## src/rtl/pcm_pkg.sv

```systemverilog
// Purpose: Shared constants and types for the power, clock and mode controller
// Assumes: 125 MHz reference clock, APB register access with 32-bit data
// Notes:   Register offsets are byte addresses on the APB
package pcm_pkg;

  // ----
  // Register map
  // ----
  localparam logic [11:0] OFS_CLK_CTRL = 12'h000;
  localparam logic [11:0] OFS_PWR_CTRL = 12'h004;
  localparam logic [11:0] OFS_STATUS   = 12'h008;
  localparam logic [11:0] OFS_IRQ_STAT = 12'h00C;
  localparam logic [11:0] OFS_IRQ_CLR  = 12'h010;
  localparam logic [11:0] OFS_IRQ_EN   = 12'h014;
  localparam logic [11:0] OFS_WAKE_EN  = 12'h018;

  // ----
  // Register layouts
  // ----
  typedef struct packed {
    logic       pll_on;
    logic [3:0] slow_div;
    logic [3:0] fast_div;
    logic [3:0] ahb_div;
    logic       sel_ext;
    logic       ext_on;
  } clk_cfg_t;

  typedef struct packed {
    logic [1:0] low_mode;
    logic       stop_low_power;
    logic       rise_irq;
    logic       fall_irq;
    logic       det_en;
  } pwr_cfg_t;

  typedef struct packed {
    logic       usb;
    logic       rtc;
    logic       detector;
    logic [15:0] lines;
  } wake_t;

  localparam int CLK_CFG_W = 15;
  localparam int PWR_CFG_W = 6;
  localparam int WAKE_W    = 19;
  localparam int IRQ_W     = 3;

  localparam logic [CLK_CFG_W-1:0] CLK_CFG_RST = 15'h0000;
  localparam logic [PWR_CFG_W-1:0] PWR_CFG_RST = 6'h00;
  localparam logic [WAKE_W-1:0]    WAKE_RST    = 19'h0_0000;
  localparam logic [IRQ_W-1:0]     IRQ_RST     = 3'h0;

  localparam int IRQ_CLK_FAIL = 0;
  localparam int IRQ_FALL     = 1;
  localparam int IRQ_RISE     = 2;

  // Low-power mode field encodings
  localparam logic [1:0] LOW_SLEEP = 2'h0;
  localparam logic [1:0] LOW_STOP  = 2'h1;

  typedef enum logic [2:0] {
    ST_RESET,
    ST_RUN,
    ST_SLEEP,
    ST_STOP,
    ST_STANDBY
  } mode_state_t;

  typedef enum logic [1:0] {
    BOOT_FLASH,
    BOOT_SYSMEM,
    BOOT_SRAM
  } boot_target_t;

  // ----
  // Synchroniser vector positions
  // ----
  localparam int SY_POR   = 0;
  localparam int SY_DET   = 1;
  localparam int SY_EXTCK = 2;
  localparam int SY_XRSTN = 3;
  localparam int SY_WDG   = 4;
  localparam int SY_WAKEUP_PIN  = 5;
  localparam int SY_RTC   = 6;
  localparam int SY_USB   = 7;
  localparam int SY_BOOT0 = 8;
  localparam int SY_BOOT1 = 9;
  localparam int SY_BANK  = 10;
  localparam int SY_EVT   = 11;
  localparam int SYNC_W   = 27;

  // ----
  // Timing
  // ----
  localparam int REF_CLK_MHZ    = 125;
  localparam int REF_PERIOD_NS  = 8;
  localparam int AHB_MAX_MHZ    = 72;
  localparam int FAST_MAX_MHZ   = 72;
  localparam int SLOW_MAX_MHZ   = 36;
  localparam int RESET_HOLD_NS  = 1000;
  localparam int MON_WINDOW_NS  = 2000;
  localparam int RESET_HOLD_CYC = RESET_HOLD_NS / REF_PERIOD_NS;
  localparam int MON_CYC        = MON_WINDOW_NS / REF_PERIOD_NS;
  localparam logic [3:0] AHB_DIV_MIN  = 4'((REF_CLK_MHZ + AHB_MAX_MHZ - 1) / AHB_MAX_MHZ);
  localparam logic [3:0] FAST_DIV_MIN = 4'((REF_CLK_MHZ + FAST_MAX_MHZ - 1) / FAST_MAX_MHZ);
  localparam logic [3:0] SLOW_DIV_MIN = 4'((REF_CLK_MHZ + SLOW_MAX_MHZ - 1) / SLOW_MAX_MHZ);

endpackage

```

## src/rtl/power_clock_mode_ctrl.sv

```systemverilog
// Purpose: Reset, clock source, boot latch and low-power mode sequencer
// Assumes: Analog comparators and pins arrive asynchronously; core requests share REF_CLK
// Notes:   APB slave with zero wait states; clock outputs are enables, not clocks
`timescale 1ns/1ns
`default_nettype none

// Functional notes
// (RULE_01) Every reset leaves the core running from the internal 8 MHz RC.
// (RULE_02) Software may pick the 4-16 MHz external clock; it is then watched.
// (RULE_03) A failed external clock returns the system clock to the RC by itself.
// (RULE_04) Clock failure raises an interrupt only when its enable is set.
// (RULE_05) Three prescalers; AHB and fast APB at most 72 MHz, slow 36 MHz.
// (RULE_06) Boot pins are sampled at startup: Flash, system memory or SRAM.
// (RULE_07) Flash boot uses bank 1, bank 2 when the option bit is set.
// (RULE_08) Power-on/power-down reset always holds the chip while supply is low.
// (RULE_09) Enabled supply detector interrupts on falling, rising or both crossings.
// (RULE_10) Regulator main in Run, main or low-power in Stop, off in Standby.
// (RULE_11) Regulator on after reset, off only during Standby.
// (RULE_12) Sleep gates only the processor clock; any interrupt or event resumes.
// (RULE_13) Stop halts core clocks, PLL and fast oscillators, keeping state.
// (RULE_14) Stop exits on enabled event lines, detector, RTC alarm or USB.
// (RULE_15) Standby powers off core, oscillators and PLL; core state is lost.
// (RULE_16) Standby exits on reset pin, watchdog reset, wakeup rise or RTC alarm.
// (RULE_17) RTC, watchdog and their slow clocks keep running in Stop and Standby.
// (RULE_18) Leaving Standby runs the full reset sequence again.
module power_clock_mode_ctrl (
  input  wire logic        REF_CLK,
  input  wire logic        RST_N,
  input  wire logic        PSEL,
  input  wire logic        PENABLE,
  input  wire logic        PWRITE,
  input  wire logic [11:0] PADDR,
  input  wire logic [31:0] PWDATA,
  output logic      [31:0] PRDATA,
  output logic             PREADY,
  output logic             PSLVERR,
  input  wire logic        SUPPLY_BELOW_RESET,
  input  wire logic        SUPPLY_BELOW_DETECT,
  input  wire logic        EXT_CLK_SAMPLE,
  input  wire logic        EXTERNAL_RESET_PIN_N,
  input  wire logic        WATCHDOG_RESET,
  input  wire logic        WAKEUP_PIN,
  input  wire logic        RTC_ALARM,
  input  wire logic        USB_WAKEUP,
  input  wire logic [1:0]  BOOT_SEL,
  input  wire logic        BANK2_OPTION,
  input  wire logic [15:0] EXTERNAL_EVENT_LINE,
  input  wire logic        CPU_SLEEP_REQ,
  input  wire logic        CPU_WAKE_EVENT,
  output logic             SYS_RESET_N,
  output logic             CPU_CLK_EN,
  output logic             AHB_CLK_EN,
  output logic             APB_FAST_CLK_EN,
  output logic             APB_SLOW_CLK_EN,
  output logic             SYSCLK_SEL_EXT,
  output logic             INTERNAL_FAST_RC_EN,
  output logic             EXTERNAL_FAST_OSC_EN,
  output logic             PLL_EN,
  output logic             MAIN_REGULATOR_EN,
  output logic             LOW_POWER_REGULATOR_EN,
  output logic             REGULATOR_HIGH_Z,
  output logic             LOW_SPEED_DOMAIN_RUN,
  output logic [1:0]       BOOT_TARGET,
  output logic             BOOT_BANK2,
  output logic [2:0]       MODE_STATE,
  output logic             IRQ
);

  // ----
  // Input synchronisers
  // ----
  logic [pcm_pkg::SYNC_W-1:0] async_in;
  logic [pcm_pkg::SYNC_W-1:0] sync1_ff;
  logic [pcm_pkg::SYNC_W-1:0] sync2_ff;

  assign async_in = {EXTERNAL_EVENT_LINE, BANK2_OPTION, BOOT_SEL[1], BOOT_SEL[0], USB_WAKEUP,
                     RTC_ALARM, WAKEUP_PIN, WATCHDOG_RESET, EXTERNAL_RESET_PIN_N,
                     EXT_CLK_SAMPLE, SUPPLY_BELOW_DETECT, SUPPLY_BELOW_RESET};

  genvar gi;
  generate
    for (gi = 0; gi < pcm_pkg::SYNC_W; gi++) begin : g_sync
      always_ff @(posedge REF_CLK or negedge RST_N) begin
        if (!RST_N) begin
          sync1_ff[gi] <= 1'b0;
          sync2_ff[gi] <= 1'b0;
        end else begin
          sync1_ff[gi] <= async_in[gi];
          sync2_ff[gi] <= sync1_ff[gi];
        end
      end
    end
  endgenerate

  logic        por_low;
  logic        det_low;
  logic        xrst_active;
  logic        wdg_rst;
  logic        rtc_alarm;
  logic [15:0] evt_lines;
  assign por_low     = sync2_ff[pcm_pkg::SY_POR];
  assign det_low     = sync2_ff[pcm_pkg::SY_DET];
  assign xrst_active = !sync2_ff[pcm_pkg::SY_XRSTN];
  assign wdg_rst     = sync2_ff[pcm_pkg::SY_WDG];
  assign rtc_alarm   = sync2_ff[pcm_pkg::SY_RTC];
  assign evt_lines   = sync2_ff[pcm_pkg::SY_EVT +: 16];

  // ----
  // Registers and APB decode
  // ----
  pcm_pkg::clk_cfg_t    clk_cfg_ff;
  pcm_pkg::pwr_cfg_t    pwr_cfg_ff;
  pcm_pkg::wake_t       wake_en_ff;
  logic [pcm_pkg::IRQ_W-1:0] irq_stat_ff;
  logic [pcm_pkg::IRQ_W-1:0] irq_en_ff;
  logic [pcm_pkg::IRQ_W-1:0] nxt_irq_stat;
  logic [pcm_pkg::IRQ_W-1:0] irq_set;
  logic [pcm_pkg::IRQ_W-1:0] irq_clr;
  pcm_pkg::mode_state_t state_ff;
  pcm_pkg::mode_state_t nxt_state;
  logic        sysclk_ext_ff;
  logic [1:0]  boot_target_ff;
  logic        bank2_ff;
  logic        standby_wake_ff;
  logic [31:0] prdata_ff;
  logic [31:0] rd_word;
  logic        mapped;
  logic        wr_en;
  logic        in_reset;

  assign wr_en    = PSEL && PENABLE && PWRITE;
  assign in_reset = (state_ff == pcm_pkg::ST_RESET);

  always_comb begin
    rd_word = 32'h0000_0000;
    mapped  = 1'b1;
    if (PADDR == pcm_pkg::OFS_CLK_CTRL) begin
      rd_word[pcm_pkg::CLK_CFG_W-1:0] = clk_cfg_ff;
    end else if (PADDR == pcm_pkg::OFS_PWR_CTRL) begin
      rd_word[pcm_pkg::PWR_CFG_W-1:0] = pwr_cfg_ff;
    end else if (PADDR == pcm_pkg::OFS_STATUS) begin
      rd_word[9:0] = {standby_wake_ff, det_low, bank2_ff, boot_target_ff,
                      state_ff, 1'b0, sysclk_ext_ff};
    end else if (PADDR == pcm_pkg::OFS_IRQ_STAT) begin
      rd_word[pcm_pkg::IRQ_W-1:0] = irq_stat_ff;
    end else if (PADDR == pcm_pkg::OFS_IRQ_CLR) begin
      rd_word = 32'h0000_0000;
    end else if (PADDR == pcm_pkg::OFS_IRQ_EN) begin
      rd_word[pcm_pkg::IRQ_W-1:0] = irq_en_ff;
    end else if (PADDR == pcm_pkg::OFS_WAKE_EN) begin
      rd_word[pcm_pkg::WAKE_W-1:0] = wake_en_ff;
    end else begin
      mapped = 1'b0;
    end
  end

  // Read data captured in the setup cycle so it sits in a flop at access
  always_ff @(posedge REF_CLK or negedge RST_N) begin
    if (!RST_N) begin
      prdata_ff <= 32'h0000_0000;
    end else if (PSEL && !PENABLE && !PWRITE) begin
      prdata_ff <= rd_word;
    end
  end

  assign PRDATA  = prdata_ff;
  assign PREADY  = 1'b1;
  assign PSLVERR = PSEL && PENABLE && !mapped;

  // Configuration is core state: lost in Standby, so reset state clears it
  always_ff @(posedge REF_CLK or negedge RST_N) begin
    if (!RST_N) begin
      clk_cfg_ff <= pcm_pkg::CLK_CFG_RST;
      pwr_cfg_ff <= pcm_pkg::PWR_CFG_RST;
      wake_en_ff <= pcm_pkg::WAKE_RST;
      irq_en_ff  <= pcm_pkg::IRQ_RST;
    end else if (in_reset) begin
      clk_cfg_ff <= pcm_pkg::CLK_CFG_RST; // [RULE_18]
      pwr_cfg_ff <= pcm_pkg::PWR_CFG_RST;
      wake_en_ff <= pcm_pkg::WAKE_RST;
      irq_en_ff  <= pcm_pkg::IRQ_RST;
    end else if (wr_en) begin
      if (PADDR == pcm_pkg::OFS_CLK_CTRL) begin
        clk_cfg_ff <= PWDATA[pcm_pkg::CLK_CFG_W-1:0];
      end else if (PADDR == pcm_pkg::OFS_PWR_CTRL) begin
        pwr_cfg_ff <= PWDATA[pcm_pkg::PWR_CFG_W-1:0];
      end else if (PADDR == pcm_pkg::OFS_IRQ_EN) begin
        irq_en_ff <= PWDATA[pcm_pkg::IRQ_W-1:0];
      end else if (PADDR == pcm_pkg::OFS_WAKE_EN) begin
        wake_en_ff <= PWDATA[pcm_pkg::WAKE_W-1:0];
      end
    end
  end

  // ----
  // External clock monitor
  // ----
  logic       extck_d_ff;
  logic       ext_seen_ff;
  logic [7:0] mon_cnt_ff;
  logic       ext_edge;
  logic       mon_expired;
  logic       ext_alive;
  logic       clk_fail;

  assign ext_edge    = sync2_ff[pcm_pkg::SY_EXTCK] ^ extck_d_ff;
  assign mon_expired = (mon_cnt_ff == 8'(pcm_pkg::MON_CYC));
  assign ext_alive   = ext_seen_ff && !mon_expired;
  assign clk_fail    = sysclk_ext_ff && mon_expired; // [RULE_02]

  always_ff @(posedge REF_CLK or negedge RST_N) begin
    if (!RST_N) begin
      extck_d_ff  <= 1'b0;
      ext_seen_ff <= 1'b0;
      mon_cnt_ff  <= 8'h00;
    end else begin
      extck_d_ff <= sync2_ff[pcm_pkg::SY_EXTCK];
      if (!EXTERNAL_FAST_OSC_EN) begin
        ext_seen_ff <= 1'b0;
        mon_cnt_ff  <= 8'h00;
      end else if (ext_edge) begin
        ext_seen_ff <= 1'b1;
        mon_cnt_ff  <= 8'h00;
      end else if (!mon_expired) begin
        mon_cnt_ff <= mon_cnt_ff + 8'h01;
      end
    end
  end

  // Switch to the external source only once it is seen toggling
  always_ff @(posedge REF_CLK or negedge RST_N) begin
    if (!RST_N) begin
      sysclk_ext_ff <= 1'b0;
    end else if (in_reset || nxt_state == pcm_pkg::ST_RESET) begin
      sysclk_ext_ff <= 1'b0; // [RULE_01]
    end else if (clk_fail) begin
      sysclk_ext_ff <= 1'b0; // [RULE_03]
    end else if (state_ff == pcm_pkg::ST_STOP) begin
      sysclk_ext_ff <= 1'b0;
    end else if (wr_en && PADDR == pcm_pkg::OFS_CLK_CTRL) begin
      sysclk_ext_ff <= PWDATA[1] && ext_alive; // [RULE_02]
    end
  end

  // ----
  // Prescalers
  // ----
  logic [2:0][3:0] div_field;
  logic [2:0][3:0] div_min;
  logic [2:0][3:0] div_cnt_ff;
  logic [2:0]      div_tick;

  assign div_field = {clk_cfg_ff.slow_div, clk_cfg_ff.fast_div, clk_cfg_ff.ahb_div};
  assign div_min   = {pcm_pkg::SLOW_DIV_MIN, pcm_pkg::FAST_DIV_MIN, pcm_pkg::AHB_DIV_MIN};

  generate
    for (gi = 0; gi < 3; gi++) begin : g_div
      logic [3:0] ratio;
      // Ratios below the minimum are raised so no domain overruns its limit
      assign ratio        = (div_field[gi] < div_min[gi]) ? div_min[gi] : div_field[gi];
      assign div_tick[gi] = (div_cnt_ff[gi] >= ratio - 4'h1); // [RULE_05]
      always_ff @(posedge REF_CLK or negedge RST_N) begin
        if (!RST_N) begin
          div_cnt_ff[gi] <= 4'h0;
        end else if (div_tick[gi]) begin
          div_cnt_ff[gi] <= 4'h0;
        end else begin
          div_cnt_ff[gi] <= div_cnt_ff[gi] + 4'h1;
        end
      end
    end
  endgenerate

  // ----
  // Supply detector and interrupts
  // ----
  logic det_d_ff;

  always_ff @(posedge REF_CLK or negedge RST_N) begin
    if (!RST_N) begin
      det_d_ff <= 1'b0;
    end else begin
      det_d_ff <= det_low;
    end
  end

  always_comb begin
    irq_set = '0;
    irq_set[pcm_pkg::IRQ_CLK_FAIL] = clk_fail; // [RULE_04]
    irq_set[pcm_pkg::IRQ_FALL] = pwr_cfg_ff.det_en && pwr_cfg_ff.fall_irq
                                 && det_low && !det_d_ff; // [RULE_09]
    irq_set[pcm_pkg::IRQ_RISE] = pwr_cfg_ff.det_en && pwr_cfg_ff.rise_irq
                                 && !det_low && det_d_ff; // [RULE_09]
    irq_clr = '0;
    if (wr_en && PADDR == pcm_pkg::OFS_IRQ_CLR) begin
      irq_clr = PWDATA[pcm_pkg::IRQ_W-1:0];
    end
    // A new event in the clearing cycle survives
    nxt_irq_stat = (irq_stat_ff & ~irq_clr) | irq_set;
  end

  always_ff @(posedge REF_CLK or negedge RST_N) begin
    if (!RST_N) begin
      irq_stat_ff <= pcm_pkg::IRQ_RST;
    end else if (in_reset) begin
      irq_stat_ff <= pcm_pkg::IRQ_RST;
    end else begin
      irq_stat_ff <= nxt_irq_stat;
    end
  end

  assign IRQ = |(irq_stat_ff & irq_en_ff); // [RULE_04]

  // ----
  // Mode sequencer
  // ----
  logic       reset_cause;
  logic       wakeup_pin_d_ff;
  logic       wakeup_pin_rise;
  logic       stop_wake;
  logic [7:0] rst_cnt_ff;
  logic       rst_done;

  assign reset_cause = por_low || xrst_active || wdg_rst; // [RULE_08]
  assign wakeup_pin_rise   = sync2_ff[pcm_pkg::SY_WAKEUP_PIN] && !wakeup_pin_d_ff;
  assign stop_wake   = |(evt_lines & wake_en_ff.lines)
                    || (det_low && wake_en_ff.detector)
                    || (rtc_alarm && wake_en_ff.rtc)
                    || (sync2_ff[pcm_pkg::SY_USB] && wake_en_ff.usb); // [RULE_14]
  assign rst_done    = (rst_cnt_ff == 8'(pcm_pkg::RESET_HOLD_CYC));

  always_comb begin
    nxt_state = state_ff;
    case (state_ff)
      pcm_pkg::ST_RESET: begin
        if (rst_done) begin
          nxt_state = pcm_pkg::ST_RUN;
        end
      end
      pcm_pkg::ST_RUN: begin
        if (CPU_SLEEP_REQ) begin
          if (pwr_cfg_ff.low_mode == pcm_pkg::LOW_SLEEP) begin
            nxt_state = pcm_pkg::ST_SLEEP;
          end else if (pwr_cfg_ff.low_mode == pcm_pkg::LOW_STOP) begin
            nxt_state = pcm_pkg::ST_STOP;
          end else begin
            nxt_state = pcm_pkg::ST_STANDBY;
          end
        end
      end
      pcm_pkg::ST_SLEEP: begin
        if (CPU_WAKE_EVENT || IRQ) begin
          nxt_state = pcm_pkg::ST_RUN; // [RULE_12]
        end
      end
      pcm_pkg::ST_STOP: begin
        if (stop_wake) begin
          nxt_state = pcm_pkg::ST_RUN; // [RULE_14]
        end
      end
      pcm_pkg::ST_STANDBY: begin
        if (wakeup_pin_rise || rtc_alarm) begin
          nxt_state = pcm_pkg::ST_RESET; // [RULE_16] [RULE_18]
        end
      end
      default: nxt_state = pcm_pkg::ST_RESET;
    endcase
    if (reset_cause) begin
      nxt_state = pcm_pkg::ST_RESET; // [RULE_08] [RULE_16]
    end
  end

  always_ff @(posedge REF_CLK or negedge RST_N) begin
    if (!RST_N) begin
      state_ff  <= pcm_pkg::ST_RESET;
      wakeup_pin_d_ff <= 1'b0;
    end else begin
      state_ff  <= nxt_state;
      wakeup_pin_d_ff <= sync2_ff[pcm_pkg::SY_WAKEUP_PIN];
    end
  end

  // Hold time restarts while any reset cause persists
  always_ff @(posedge REF_CLK or negedge RST_N) begin
    if (!RST_N) begin
      rst_cnt_ff <= 8'h00;
    end else if (!in_reset || reset_cause) begin
      rst_cnt_ff <= 8'h00;
    end else if (!rst_done) begin
      rst_cnt_ff <= rst_cnt_ff + 8'h01;
    end
  end

  // Boot straps caught once, at the release of the internal reset
  always_ff @(posedge REF_CLK or negedge RST_N) begin
    if (!RST_N) begin
      boot_target_ff <= pcm_pkg::BOOT_FLASH;
      bank2_ff       <= 1'b0;
    end else if (in_reset && nxt_state == pcm_pkg::ST_RUN) begin
      if (!sync2_ff[pcm_pkg::SY_BOOT0]) begin
        boot_target_ff <= pcm_pkg::BOOT_FLASH; // [RULE_06]
      end else if (!sync2_ff[pcm_pkg::SY_BOOT1]) begin
        boot_target_ff <= pcm_pkg::BOOT_SYSMEM;
      end else begin
        boot_target_ff <= pcm_pkg::BOOT_SRAM;
      end
      bank2_ff <= !sync2_ff[pcm_pkg::SY_BOOT0] && sync2_ff[pcm_pkg::SY_BANK]; // [RULE_07]
    end
  end

  // Standby-circuit flag: survives the wake restart, cleared by power loss
  always_ff @(posedge REF_CLK or negedge RST_N) begin
    if (!RST_N) begin
      standby_wake_ff <= 1'b0;
    end else if (por_low) begin
      standby_wake_ff <= 1'b0;
    end else if (state_ff == pcm_pkg::ST_STANDBY && nxt_state == pcm_pkg::ST_RESET) begin
      standby_wake_ff <= 1'b1;
    end
  end

  // ----
  // Outputs
  // ----
  logic core_awake;
  logic standby;

  assign standby    = (state_ff == pcm_pkg::ST_STANDBY);
  assign core_awake = (state_ff != pcm_pkg::ST_STOP) && !standby; // [RULE_13] [RULE_15]

  assign SYS_RESET_N          = !in_reset;
  assign CPU_CLK_EN           = (state_ff == pcm_pkg::ST_RUN) && div_tick[0]; // [RULE_12]
  assign AHB_CLK_EN           = core_awake && div_tick[0]; // [RULE_13]
  assign APB_FAST_CLK_EN      = core_awake && div_tick[1];
  assign APB_SLOW_CLK_EN      = core_awake && div_tick[2];
  assign SYSCLK_SEL_EXT       = sysclk_ext_ff;
  assign INTERNAL_FAST_RC_EN  = core_awake; // [RULE_01] [RULE_13]
  assign EXTERNAL_FAST_OSC_EN = core_awake && clk_cfg_ff.ext_on; // [RULE_15]
  assign PLL_EN               = core_awake && clk_cfg_ff.pll_on; // [RULE_13]
  assign MAIN_REGULATOR_EN    = !standby && !((state_ff == pcm_pkg::ST_STOP)
                                 && pwr_cfg_ff.stop_low_power); // [RULE_10] [RULE_11]
  assign LOW_POWER_REGULATOR_EN = (state_ff == pcm_pkg::ST_STOP)
                                 && pwr_cfg_ff.stop_low_power; // [RULE_10]
  assign REGULATOR_HIGH_Z     = standby; // [RULE_10] [RULE_11]
  assign LOW_SPEED_DOMAIN_RUN = 1'b1; // [RULE_17]
  assign BOOT_TARGET          = boot_target_ff;
  assign BOOT_BANK2           = bank2_ff;
  assign MODE_STATE           = state_ff;

endmodule

`default_nettype wire

```

## config.mk

```make
export PLATFORM = sky130hd
export DESIGN_NAME = power_clock_mode_ctrl
export DESIGN_NICKNAME = d
export VERILOG_FILES = /design/src/rtl/pcm_pkg.sv /design/src/rtl/power_clock_mode_ctrl.sv
export SDC_FILE = /design/constraint.sdc
export NUM_CORES = 1
export LEC_CHECK = 0
export ABC_CLOCK_PERIOD_IN_PS = 2800
export BUFFER_PORTS_ARGS = -buffer_cell sky130_fd_sc_hd__buf_2
export CORE_MARGIN = 5
export CORE_UTILIZATION = 55
export CTS_BUF_LIST = sky130_fd_sc_hd__clkbuf_8 sky130_fd_sc_hd__clkbuf_16
export CTS_CLUSTER_SIZE = 10
export DETAILED_ROUTE_END_ITERATION = 16
export GPL_TIMING_DRIVEN = 0
export HOLD_SLACK_MARGIN = 0.05
export PLACE_DENSITY = 0.8
export SYNTH_ARGS = -nofsm -noshare
export SYNTH_HDL_FRONTEND = slang
export SYNTH_SLANG_ARGS = --single-unit
export TNS_END_PERCENT = 20
```

## constraint.sdc

```tcl
create_clock -name REF_CLK -period 2.8 [get_ports REF_CLK]
set_input_delay 0.14 -clock REF_CLK [delete_from_list [all_inputs] [get_ports REF_CLK]]
set_output_delay 0.14 -clock REF_CLK [all_outputs]
set_load 0.02 [all_outputs]
```

==> flow_summary.toml <==
[run_status]
outcome = "completed"

[synthesis]
synth.avg_cell_area_um2 = 10.4
synth_edf_count = 0
synthTopCellsByArea = "dfrtp_1 (57%), nand2_1 (5.9%), ha_1 (4.0%)"
synth_common_cells = "dfrtp_1 (159), nand2_1 (108), nor2_1 (57)"
post-synth-top-count-cell = "dfrtp_1"
yosys.area.top_type = "dfrtp_1"
synth_seq_area_share_pct = 57.4
async_reset_ff_share_pct = 100
synth.top_cell.area_share_pct = 57.4
synth-seq-cells = 159
ys_warn_count = 0
ys_types = 51
synth-main-ff-cell = "dfrtp_1"
netlist_instances = 666
syn-cell-area_um2 = 6930

[sta]
max_freq_mhz = 361
finalWorstPathRequiredPeriod_ps = 2770
drv_slew = 0
relSlewSlack_pct = 33.0
hold-worst-slack_ps = 198
grt_setup_unrepaired = "yes"
finalSetupViolCount = 0
worst_pin_slew_ps = 993
min_period_over_period_pct = 99.0
hold_viol = 0
clock_skew_ps = 10.4

[routing]
first_pass_iters = 7
wl_per_cell_um = 17.8
via_per_inst = 5.56
vias = 5734
drtIter0Drc = 518
postRouteAntennaNets = 0
wl_um = 18400
drc = 0

[clock_network]
cts_tree = "built"
cts_max_path_buffers = 2
clk_latency_ps = 420
clk_pin_slew_ps = 60
cts.htree.levels = 4
postCtsSetupRepairBufs = 0
cts-root-buf = "clkbuf_16"
numCtsBuffers = 17
cts_num_sinks = 159

[power]
peakVddDrop_v = 0.000528
power_density_nw_per_um2 = 571
fin_total_pwr_mw = 5.06
p_leak_nw = 4.03

[layout]
final_cells = 1031
area_growth_pct = 27.9
drive_gt1_share_pct = 18.6
nets = 948
antenna_cells = 0
post-route-util_pct = 71.1

[global_routing]
overflow = 0
grt_usage_pct = 25.6
grt_pass1_vias = 5868
grt_pass1_wl_um = 29100
antenna_found_initial = 0
grt_max_degree = 104

[floorplan]
row_count = 41
die_height_um = 122
core_area_um2 = 12500
die_w_um = 122
die_area_um2 = 14900
io-pin-count = 132
initial_core_util_pct = 55.6

[setup_path]
worstPathRequired_ps = 2660
worstSetupPathType = "flip-flop to output port"
cp-startpoint = "clk_cfg_ff[5]"
start_kind = "flip-flop"
worstSetupEndpointType = "output port"
worst-path-max-fanout = 5
crit_arrival_ps = 2630
reg2reg_from = "irq_stat_ff[0]"

[placement]
post-place-cells = 954
portBuffers = 102
dpl.hpwl_um = 12800
gp_congestion = 0.962

[hold_path]
hp-class = "input port to flip-flop"
worstHoldStart = "PSEL"

[job]
cap_violations = 0
==> metal layers <==
layer | vias up | wire length, um | global-route usage [%] | share of wire [%]
met5 | - | 0 | 0 | 0
met4 | 0 | 813 | 13.9 | 4.4
met3 | 61 | 1400 | 5.48 | 7.6
met2 | 292 | 9330 | 43.4 | 51
met1 | 2736 | 6810 | 30.6 | 37
li1 | 2645 | - | - | -
==> worst max-delay path, stage by stage, from the launching register on <==
cell and delay, ps:
dfrtp_1 470, o31ai_4 320, ha_1 280, ha_1 280, a21o_1 150, a21o_1 210
a21oi_4 210, nor3_1 100, buf_2 190
==> registers in the layout, summed over array words and instances, names as in the netlist, 2 cells and up <==
register,flops
evt_lines,16
irq_stat_ff,3
PRDATA,19
BOOT_TARGET,2
rst_cnt_ff,8
sync1_ff,27
MODE_STATE,3
pwr_cfg_ff,6
wake_en_ff,19
div_cnt_ff,12
irq_en_ff,3
clk_cfg_ff,15
mon_cnt_ff,8
sync2_ff,7
==> what timing repair did <==
| item | 4_1_cts | 5_1_grt |
|---|---|---|
| setup endpoints to repair | 4 | 5 |
| endpoints found under the hold margin | 118 | 0 |
| resized for setup | 4 | 5 |
| hold buffers | 47 | 0 |
==> layout make-up <==
type | instances | area (um^2)
flip-flops and latches | 159 | 3980
fillers | 856 | 3610
multi-input cells | 463 | 2760
repair buffers | 150 | 1010
clock buffers | 18 | 439
well taps | 172 | 215
plain buffers | 38 | 210
clock inverters | 12 | 169
inverters | 19 | 71.3
==> path summary, 6_finish.rpt <==
| path | slack, ps | cells past startpoint | to |
|---|---|---|---|
| setup / recovery | 30 | 8 | CPU_CLK_EN |
| hold / removal | 200 | 4 | PRDATA[3] |
| setup reg to reg | 320 | 4 | BOOT_BANK2 |
| hold reg to reg | 340 | 0 | evt_lines[10] |
| max in group asynchronous | 1690 | 3 | PRDATA[1] |
| min in group asynchronous | 260 | 2 | sync2_ff[3] |
==> where the power goes <==
group	internal (mW)	total (mW)	switching [mW]	leakage [nW]
Sequential	2.35	2.38	0.0246	2.07
Clock	1.50	2.39	0.889	0.309
Combinational	0.126	0.294	0.168	1.65
==> metrics by stage <==
stage | TNS, ps | worst slack [ps] | instance area (um^2)
after floorplan | 0 | 347 | 6980
after global placement | -87420 | -563 | 7700
after detailed placement | 0 | 166 | 7740
after CTS | 0 | 17.7 | 8830
after global routing | -95.4 | -82.5 | 8860
final | 0 | 27.3 | 8860
==> placed cells by master, fill, tap and decap left out, types with 4 or more instances in the layout <==
cell type / n
dfrtp_1: 159
nand2_1: 108
buf_2: 103
nor2_1: 57
a21oi_1: 49
dlygate4sd3_1: 47
o21ai_0: 26
ha_1: 22
inv_1: 21
clkbuf_1: 17
clkbuf_16: 17
nand2b_1: 16
nand3_1: 16
mux2i_1: 15
buf_4: 15
conb_1: 15
a22oi_1: 14
nor3_1: 12
xnor2_1: 11
xor2_1: 10
nand4_1: 9
a21o_1: 9
and2_1: 8
or3_1: 6
and3_1: 6
o31ai_1: 5
a222oi_1: 4
a2bb2oi_1: 4
bufinv_16: 4
==> cells by family (layout without fill, tap and decap cells) <==
group	after synthesis	after routing	share of synthesized area (%)
buffers and inverters	57	237	4.05
other	2	15	0.108
AND/OR/NAND/NOR	259	259	17.9
multiplexers	15	15	2.17
adder cells (fa/ha/maj)	22	22	3.97
AO/OA/AOI/OAI	131	131	11.8
XOR/XNOR	21	21	2.65
flip-flops	159	159	57.4
No activity file was read; power rests on OpenSTA's default activity.
